--- src/air_pkg.sv ---
// =====================================================================
// Shared constants for the left ADC input routing register bank.
package air_pkg;

    // =================================================================
    // Register indices; the byte address is four times the index.
    localparam logic [7:0] IDX_FIRST_LINE_LEFT = 8'h13;
    localparam logic [7:0] IDX_SECOND_LINE_LEFT = 8'h14;
    localparam logic [7:0] IDX_FIRST_LINE_RIGHT = 8'h15;
    localparam logic [7:0] IDX_ROUTE_STATUS = 8'h18;

    localparam logic [7:0] ADDR_FIRST_LINE_LEFT = {IDX_FIRST_LINE_LEFT[5:0], 2'b00};
    localparam logic [7:0] ADDR_SECOND_LINE_LEFT = {IDX_SECOND_LINE_LEFT[5:0], 2'b00};
    localparam logic [7:0] ADDR_FIRST_LINE_RIGHT = {IDX_FIRST_LINE_RIGHT[5:0], 2'b00};
    localparam logic [7:0] ADDR_ROUTE_STATUS = {IDX_ROUTE_STATUS[5:0], 2'b00};

    // =================================================================
    // Field positions.
    localparam int unsigned CFG_SEL_BIT = 7;
    localparam int unsigned LVL_HI = 6;
    localparam int unsigned LVL_LO = 3;
    localparam int unsigned BIAS_BIT = 2;
    localparam int unsigned PWR_BIT = 2;
    localparam int unsigned ST_L2_CONN = 0;
    localparam int unsigned ST_L1R_CONN = 1;
    localparam int unsigned ST_L2_RSVD = 2;
    localparam int unsigned ST_L1R_RSVD = 3;

    // =================================================================
    // Reset values and writable-bit masks.
    localparam logic [7:0] RST_SECOND_LINE_LEFT = 8'h78;
    localparam logic [7:0] RST_FIRST_LINE_RIGHT = 8'h78;
    localparam logic [7:0] RST_FIRST_LINE_LEFT = 8'h00;
    localparam logic [7:0] MASK_SECOND_LINE_LEFT = 8'hfc;
    localparam logic [7:0] MASK_FIRST_LINE_RIGHT = 8'hf8;
    localparam logic [7:0] MASK_FIRST_LINE_LEFT = 8'h04;

    // =================================================================
    // Level codes and bus responses.
    localparam logic [3:0] LVL_MAX_GAIN_CODE = 4'h8;
    localparam logic [3:0] LVL_DISCONNECT = 4'hf;
    localparam logic [1:0] RESP_OKAY = 2'h0;
    localparam logic [1:0] RESP_SLVERR = 2'h2;

    typedef enum logic {
        AIR_WR_COLLECT,
        AIR_WR_RESP
    } air_wr_state_t;

    typedef enum logic {
        AIR_RD_IDLE,
        AIR_RD_RESP
    } air_rd_state_t;

endpackage

--- src/air_adc_input_routing_regs.sv ---
`timescale 1ns/1ps
// Operation
// - Second line bit 7 selects differential input
// - Codes 0000-1000 attenuate and connect input
// - Code 1111 disconnects; it is reset value
// - Bit 2 enables weak common-mode bias
// - Second line bits 1:0 read zero
// - First right bit 7 selects differential, resets 0
// - First right level coding matches second line
// - First right bits 2:0 read zero
// - First line left bit 2 powers ADC
module air_adc_input_routing_regs
    import air_pkg::*;
(
    input  wire logic        aclk,                  // Clock, 100 MHz
    input  wire logic        aresetn,               // Synchronous reset, active low
    input  wire logic [7:0]  awaddr,                // Write address
    input  wire logic [2:0]  awprot,                // Write protection, unused
    input  wire logic        awvalid,               // Write address valid
    output logic             awready,               // Write address ready
    input  wire logic [31:0] wdata,                 // Write data
    input  wire logic [3:0]  wstrb,                 // Write byte strobes
    input  wire logic        wvalid,                // Write data valid
    output logic             wready,                // Write data ready
    output logic [1:0]       bresp,                 // Write response
    output logic             bvalid,                // Write response valid
    input  wire logic        bready,                // Write response ready
    input  wire logic [7:0]  araddr,                // Read address
    input  wire logic [2:0]  arprot,                // Read protection, unused
    input  wire logic        arvalid,               // Read address valid
    output logic             arready,               // Read address ready
    output logic [31:0]      rdata,                 // Read data
    output logic [1:0]       rresp,                 // Read response
    output logic             rvalid,                // Read data valid
    input  wire logic        rready,                // Read data ready
    output logic             second_line_left_input_config_select, // 1 = differential
    output logic [3:0]       second_line_left_input_level,         // Attenuation code
    output logic             second_line_left_input_connect,       // Joins left mixer
    output logic             first_line_right_input_config_select, // 1 = differential
    output logic [3:0]       first_line_right_input_level,         // Attenuation code
    output logic             first_line_right_input_connect,       // Joins left mixer
    output logic             left_weak_cm_bias_en,                 // Bias unselected inputs
    output logic             left_adc_power_up                     // Left ADC powered
);
    // =================================================================
    // Address decode.
    function automatic logic air_hit(input logic [7:0] addr, input logic [7:0] idx);
        air_hit = (addr[7:2] == idx[5:0]);
    endfunction

    function automatic logic air_mapped(input logic [7:0] addr);
        air_mapped = air_hit(addr, IDX_FIRST_LINE_LEFT) || air_hit(addr, IDX_SECOND_LINE_LEFT)
                  || air_hit(addr, IDX_FIRST_LINE_RIGHT) || air_hit(addr, IDX_ROUTE_STATUS);
    endfunction

    // =================================================================
    // Write channel.
    air_wr_state_t wr_state_ff, nxt_wr_state;
    logic [7:0]    awaddr_ff, wdata_ff;
    logic [1:0]    bresp_ff;
    logic          aw_held_ff, w_held_ff, wstrb0_ff, awready_ff, wready_ff, bvalid_ff;
    logic          aw_take, w_take, do_write, nxt_aw_held, nxt_w_held, nxt_bvalid;
    logic          wr_first_left, wr_second_left, wr_first_right;

    assign aw_take  = awvalid && awready_ff;
    assign w_take   = wvalid && wready_ff;
    assign do_write = aw_held_ff && w_held_ff && (wr_state_ff == AIR_WR_COLLECT);

    always_comb begin
        nxt_aw_held  = (aw_held_ff || aw_take) && !do_write;
        nxt_w_held   = (w_held_ff || w_take) && !do_write;
        nxt_bvalid   = do_write || (bvalid_ff && !bready);
        nxt_wr_state = wr_state_ff;
        case (wr_state_ff)
            AIR_WR_COLLECT: begin
                if (do_write) begin
                    nxt_wr_state = AIR_WR_RESP;
                end
            end
            AIR_WR_RESP: begin
                if (bready) begin
                    nxt_wr_state = AIR_WR_COLLECT;
                end
            end
            default: nxt_wr_state = AIR_WR_COLLECT;
        endcase
    end

    // Address and data are taken independently, so either may lead.
    always_ff @(posedge aclk) begin
        if (!aresetn) begin
            awaddr_ff  <= 8'h00;
            aw_held_ff <= 1'b0;
            awready_ff <= 1'b0;
        end else begin
            if (aw_take) begin
                awaddr_ff <= awaddr;
            end
            aw_held_ff <= nxt_aw_held;
            awready_ff <= !nxt_aw_held && !nxt_bvalid;
        end
    end

    always_ff @(posedge aclk) begin
        if (!aresetn) begin
            wdata_ff  <= 8'h00;
            wstrb0_ff <= 1'b0;
            w_held_ff <= 1'b0;
            wready_ff <= 1'b0;
        end else begin
            if (w_take) begin
                wdata_ff  <= wdata[7:0];
                wstrb0_ff <= wstrb[0];
            end
            w_held_ff <= nxt_w_held;
            wready_ff <= !nxt_w_held && !nxt_bvalid;
        end
    end

    always_ff @(posedge aclk) begin
        if (!aresetn) begin
            wr_state_ff <= AIR_WR_COLLECT;
            bvalid_ff   <= 1'b0;
            bresp_ff    <= RESP_OKAY;
        end else begin
            wr_state_ff <= nxt_wr_state;
            bvalid_ff   <= nxt_bvalid;
            if (do_write) begin
                bresp_ff <= air_mapped(awaddr_ff) ? RESP_OKAY : RESP_SLVERR;
            end
        end
    end

    // Only byte lane 0 carries register bits; other lanes are ignored.
    assign wr_first_left  = do_write && wstrb0_ff && air_hit(awaddr_ff, IDX_FIRST_LINE_LEFT);
    assign wr_second_left = do_write && wstrb0_ff && air_hit(awaddr_ff, IDX_SECOND_LINE_LEFT);
    assign wr_first_right = do_write && wstrb0_ff && air_hit(awaddr_ff, IDX_FIRST_LINE_RIGHT);

    // =================================================================
    // Register bank.
    logic [7:0] first_left_q, second_left_q, first_right_q;
    logic       l2_connect, l2_reserved, l1r_connect, l1r_reserved;

    air_cfg_reg #(.RST_VAL(RST_FIRST_LINE_LEFT), .WR_MASK(MASK_FIRST_LINE_LEFT)) u_first_left (
        .aclk    (aclk),
        .aresetn (aresetn),
        .wr_en   (wr_first_left),
        .wr_data (wdata_ff),
        .q       (first_left_q)
    );

    air_cfg_reg #(.RST_VAL(RST_SECOND_LINE_LEFT), .WR_MASK(MASK_SECOND_LINE_LEFT)) u_second_left (
        .aclk    (aclk),
        .aresetn (aresetn),
        .wr_en   (wr_second_left),
        .wr_data (wdata_ff),
        .q       (second_left_q)
    );

    air_cfg_reg #(.RST_VAL(RST_FIRST_LINE_RIGHT), .WR_MASK(MASK_FIRST_LINE_RIGHT)) u_first_right (
        .aclk    (aclk),
        .aresetn (aresetn),
        .wr_en   (wr_first_right),
        .wr_data (wdata_ff),
        .q       (first_right_q)
    );

    // A reserved code is stored as written but never connects the input.
    air_level_decode u_l2_decode (
        .level_code (second_left_q[LVL_HI:LVL_LO]),
        .connect    (l2_connect),
        .reserved   (l2_reserved)
    );

    air_level_decode u_l1r_decode (
        .level_code (first_right_q[LVL_HI:LVL_LO]),
        .connect    (l1r_connect),
        .reserved   (l1r_reserved)
    );

    // =================================================================
    // Analog control outputs.
    logic       l2_sel_ff, l2_conn_ff, l1r_sel_ff, l1r_conn_ff, bias_ff, power_ff;
    logic [3:0] l2_level_ff, l1r_level_ff;

    always_ff @(posedge aclk) begin
        if (!aresetn) begin
            l2_sel_ff    <= 1'b0;
            l2_level_ff  <= LVL_DISCONNECT;
            l2_conn_ff   <= 1'b0;
            l1r_sel_ff   <= 1'b0;
            l1r_level_ff <= LVL_DISCONNECT;
            l1r_conn_ff  <= 1'b0;
            bias_ff      <= 1'b0;
            power_ff     <= 1'b0;
        end else begin
            l2_sel_ff    <= second_left_q[CFG_SEL_BIT];
            l2_level_ff  <= second_left_q[LVL_HI:LVL_LO];
            l2_conn_ff   <= l2_connect;
            l1r_sel_ff   <= first_right_q[CFG_SEL_BIT];
            l1r_level_ff <= first_right_q[LVL_HI:LVL_LO];
            l1r_conn_ff  <= l1r_connect;
            bias_ff      <= second_left_q[BIAS_BIT];
            power_ff     <= first_left_q[PWR_BIT];
        end
    end

    // =================================================================
    // Read channel.
    air_rd_state_t rd_state_ff, nxt_rd_state;
    logic          arready_ff, rvalid_ff, ar_take;
    logic [7:0]    rdata_ff, rd_mux, status_val;
    logic [1:0]    rresp_ff;

    assign ar_take = arvalid && arready_ff;

    always_comb begin
        status_val              = 8'h00;
        status_val[ST_L2_CONN]  = l2_connect;
        status_val[ST_L1R_CONN] = l1r_connect;
        status_val[ST_L2_RSVD]  = l2_reserved;
        status_val[ST_L1R_RSVD] = l1r_reserved;
        rd_mux                  = 8'h00;
        if (air_hit(araddr, IDX_FIRST_LINE_LEFT)) begin
            rd_mux = first_left_q;
        end else if (air_hit(araddr, IDX_SECOND_LINE_LEFT)) begin
            rd_mux = second_left_q;
        end else if (air_hit(araddr, IDX_FIRST_LINE_RIGHT)) begin
            rd_mux = first_right_q;
        end else if (air_hit(araddr, IDX_ROUTE_STATUS)) begin
            rd_mux = status_val;
        end
    end

    always_comb begin
        nxt_rd_state = rd_state_ff;
        case (rd_state_ff)
            AIR_RD_IDLE: begin
                if (ar_take) begin
                    nxt_rd_state = AIR_RD_RESP;
                end
            end
            AIR_RD_RESP: begin
                if (rready) begin
                    nxt_rd_state = AIR_RD_IDLE;
                end
            end
            default: nxt_rd_state = AIR_RD_IDLE;
        endcase
    end

    always_ff @(posedge aclk) begin
        if (!aresetn) begin
            rd_state_ff <= AIR_RD_IDLE;
            arready_ff  <= 1'b0;
            rvalid_ff   <= 1'b0;
            rdata_ff    <= 8'h00;
            rresp_ff    <= RESP_OKAY;
        end else begin
            rd_state_ff <= nxt_rd_state;
            arready_ff  <= (nxt_rd_state == AIR_RD_IDLE);
            rvalid_ff   <= (nxt_rd_state == AIR_RD_RESP);
            if (ar_take) begin
                rdata_ff <= rd_mux;
                rresp_ff <= air_mapped(araddr) ? RESP_OKAY : RESP_SLVERR;
            end
        end
    end

    assign awready = awready_ff;
    assign wready  = wready_ff;
    assign bvalid  = bvalid_ff;
    assign bresp   = bresp_ff;
    assign arready = arready_ff;
    assign rvalid  = rvalid_ff;
    assign rdata   = {24'h000000, rdata_ff};
    assign rresp   = rresp_ff;

    assign second_line_left_input_config_select = l2_sel_ff;
    assign second_line_left_input_level         = l2_level_ff;
    assign second_line_left_input_connect       = l2_conn_ff;
    assign first_line_right_input_config_select = l1r_sel_ff;
    assign first_line_right_input_level         = l1r_level_ff;
    assign first_line_right_input_connect       = l1r_conn_ff;
    assign left_weak_cm_bias_en                 = bias_ff;
    assign left_adc_power_up                    = power_ff;
endmodule // air_adc_input_routing_regs

--- src/air_cfg_reg.sv ---
`timescale 1ns/1ps
// =====================================================================
// Eight-bit control register; bits outside the mask keep their reset value.
module air_cfg_reg
    import air_pkg::*;
#(
    parameter logic [7:0] RST_VAL = 8'h00,
    parameter logic [7:0] WR_MASK = 8'hff
)(
    input  wire logic       aclk,    // Bus clock
    input  wire logic       aresetn, // Synchronous reset, active low
    input  wire logic       wr_en,   // Write strobe, one cycle
    input  wire logic [7:0] wr_data, // Byte written by software
    output logic      [7:0] q        // Current register value
);
    logic [7:0] q_ff;

    always_ff @(posedge aclk) begin
        if (!aresetn) begin
            q_ff <= RST_VAL;
        end else if (wr_en) begin
            q_ff <= (wr_data & WR_MASK) | (RST_VAL & ~WR_MASK);
        end
    end

    assign q = q_ff;
endmodule // air_cfg_reg

--- src/air_level_decode.sv ---
`timescale 1ns/1ps
// =====================================================================
// Level code decoder: a gain code connects the input to the mixer.
module air_level_decode
    import air_pkg::*;
(
    input  wire logic [3:0] level_code, // Attenuation code from the register
    output logic            connect,    // Input joins the left mixer
    output logic            reserved    // Code lies in the reserved gap
);
    always_comb begin
        connect  = (level_code <= LVL_MAX_GAIN_CODE);
        reserved = (level_code > LVL_MAX_GAIN_CODE) && (level_code != LVL_DISCONNECT);
    end
endmodule // air_level_decode

--- config.mk ---
export PLATFORM = sky130hd
export DESIGN_NAME = air_adc_input_routing_regs
export DESIGN_NICKNAME = d
export VERILOG_FILES = /design/src/air_pkg.sv /design/src/air_adc_input_routing_regs.sv /design/src/air_cfg_reg.sv /design/src/air_level_decode.sv
export SDC_FILE = /design/constraint.sdc
export NUM_CORES = 1
export LEC_CHECK = 0
export BUFFER_PORTS_ARGS = -buffer_cell sky130_fd_sc_hd__buf_4
export CORE_MARGIN = 4
export CORE_UTILIZATION = 45
export DETAILED_ROUTE_END_ITERATION = 12
export MAX_ROUTING_LAYER = met4
export PLACE_DENSITY = 0.82
export SLEW_MARGIN = 20
export SYNTH_ARGS = -nofsm -noshare
export SYNTH_HDL_FRONTEND = slang
export SYNTH_SLANG_ARGS = --single-unit
--- constraint.sdc ---
create_clock -name aclk -period 1.6 [get_ports aclk]
set_input_delay 0.08 -clock aclk [delete_from_list [all_inputs] [get_ports aclk]]
set_output_delay 0.08 -clock aclk [all_outputs]
set_load 0.005 [all_outputs]
==> results by group <==
Outcome
  – Outcome: completed

CTS
  – Clock Sinks: 57
  – Setup bufs post-CTS: 0
  – Clk_lat worst skew: 340 ps
  – CTS Root Cell: clkbuf_8
  – Clock-pin slew on the worst setup and hold paths: 60 ps
  – CTS tree: built
  – CTS buffer count: 9
  – CTS H-Tree Depth: 3
  – Max Buffers Root-to-Sink: 2
  – Post-CTS sizing: 0

STA
  – Slew Limit Fails: 0
  – Final hold violation count: 0
  – Tmin final: 1457 ps
  – Hold Worst Slack: 4.655 ps
  – Fin crit share: 91.06%
  – RSZ-0062 raised after global routing: false
  – Maximum clock frequency: 0.6864 GHz
  – Skew final: 9.545 ps
  – Slew @ Worst Pin: 518.3 ps
  – # setup viols final: 0
  – Final setup TNS: 0 ps
  – Slew HR: 65.19%

Critical path
  – Crit path max fanout: 10
  – Critical Path AT: 1720 ps
  – Crit. End Element: flop
  – Setup crit start kind: flop
  – CP Class: reg2reg
  – CP required: 1860 ps

Finish
  – Most frequent cells in the layout: 59 x buf_4, 57 x dfxtp_1, 35 x a21oi_1
  – Nets: 387
  – Most frequent standard cell in the layout excluding fill and tap cells: buf_4
  – Final Cell Area: 2993 sq um
  – ANT cells: 0
  – Area grow syn2layout: 27.85%
  – Share of cells above drive strength 1: 25.38%
  – Final core utilization: 61.33%

Power and ir drop
  – PD cells: 1115 nW/um^2
  – Peak VDD IR: 0.0007169 V
  – Power Total: 3337 uW
  – Pleak: 0.001319 uW

Yosys
  – Cell area after synthesis: 2341 sq um
  – Mapped Avg Cell Area: 8.969 sq um
  – Netlist cell types: 32
  – YS warnings: 0
  – Mapped Cells: 261
  – Seq/Total Area, Yosys: 48.74%
  – Post-synthesis register bit count: 57

Routing
  – Pre-antenna DRT Iters: 4
  – Routed Antenna Nets: 0
  – Initial drt markers: 93
  – Residual DRC: 0
  – WL/cell: 12.65 um
  – Vias: 1885
  – Via-per-instance ratio: 4.784
  – Final wirelength: 4.984 mm

Floorplanning
  – Die area: 6420 sq um
  – Core Area: 4880 sq um
  – Die Y: 80.13 um
  – Starting Density: 47.97%
  – Ports: 120
  – Die Wd: 80.13 um
  – Number of core rows: 25

Place
  – IO buf count: 54
  – Placed cell areas: 2710 sq um
  – HPWL Detailed: 3.682 mm
  – Gpl congestion: 0.8254

Global route
  – Initial antenna violation count: 0
  – Vias in the first global route: 1765
  – Largest net degree at the start of global routing: 23
  – First-pass GRT wire length: 7.852 mm
  – Total GRT Usage: 16.43%
  – Total grt overflow: 0

Flow run
  – Max-Cap Viols: 0

Hold path
  – Hold WC Path Type: in2reg
==> state kept, by name, summed over array words and instances (netlist names), 4 cells and up <==
| signal | flops |
|---|---|
| first_line_right_input_level | 4 |
| u_first_right.q | 5 |
| rdata_ff | 8 |
| second_line_left_input_level | 4 |
| wdata_ff | 6 |
| awaddr_ff | 6 |
| u_second_left.q | 6 |
==> cell usage after synthesis <==
library cell	instances	area, sq um
and2_1	4	25.02
nor4_4	1	21.27
or3_1	5	31.28
nor4b_2	1	15.01
nand3b_1	4	30.03
nor3b_4	1	18.77
conb_1	1	3.750
nand4bb_1	1	11.26
clkbuf_1	8	30.03
inv_1	6	22.52
nor2_1	18	67.56
a2bb2oi_2	1	15.01
o41ai_2	1	16.27
o31ai_1	1	7.510
nand2_1	29	108.9
dfxtp_1	57	1141
and4bb_2	1	12.51
nor3_1	1	5.000
and4b_1	1	10.01
or4b_4	1	13.76
nor3b_1	3	22.52
a21oi_1	35	175.2
o21ai_0	5	25.02
a221oi_1	2	17.52
mux2i_1	7	70.07
buf_4	26	195.2
buf_2	3	15.01
or4b_2	1	10.01
and3_1	2	12.51
nand3_1	21	105.1
nand2b_1	12	75.07
buf_6	1	11.26
==> final timing paths <==
path / start / end / cells after the start / slack, ps
setup / recovery: awaddr_ff[7] / u_first_right.q[3] / 4 / 140
hold / removal: awaddr[2] / awaddr_ff[2] / 3 / 5
setup reg to reg: awaddr_ff[7] / u_first_right.q[3] / 4 / 140
hold reg to reg: rdata_ff[5] / rdata_ff[5] / 2 / 450
==> final cells by class <==
cell class | count | area, sq um
Multi-Input combinational cell | 185 | 1020
Fill cell | 438 | 1887
Sequential cell | 57 | 1141
Clock inverter | 6 | 105.1
Timing Repair Buffer | 63 | 483.0
Inverter | 6 | 22.52
Tap cell | 67 | 83.83
Clock buffer | 10 | 137.6
==> report_power, final <==
part | leakage, uW | total, uW | internal, uW | switching [uW]
registers | 0.000463 | 1490 | 1450 | 32.0
logic | 0.000730 | 224 | 109 | 116
clock network | 0.000126 | 1630 | 1070 | 559
total | 0.00132 | 3340 | 2630 | 707
==> metrics by stage <==
stage | worst slack (ps) | cells
floorplan | 176.7 | 286
global placement | 150.1 | 374
detailed placement | 120.3 | 374
CTS | 110.6 | 394
global route | 34.18 | 394
finish | 143.1 | 394
==> layer usage <==
metal  track usage (%)  routed length (um)  up-vias
met1             18.26                2156      846
met4             7.601                  76        0
met3             6.278                 418       11
met5                 -                   0        -
met2             26.08                2332       66
li1                  -                   -      962
==> what timing repair did <==
action,CTS,global route
setup endpoints to repair,0,3
hold buffers,4,0
hold endpoints to repair,4,0
==> worst max-delay path: stages (launching register included) <==
cell,delay [ps]
dfxtp_1,320
nand3b_1,260
nor4_4,550
nor2_1,100
a21oi_1,140
==> kinds of logic after synthesis <==
kind of cell / share of synthesized area [%]
AOI/OAI and AO/OA: 10.96
buffers and inverters: 11.70
DFF: 48.74
muxes: 2.993
other: 0.1602
and+or+nand+nor: 25.44
Power figures use the tool's default switching activity.
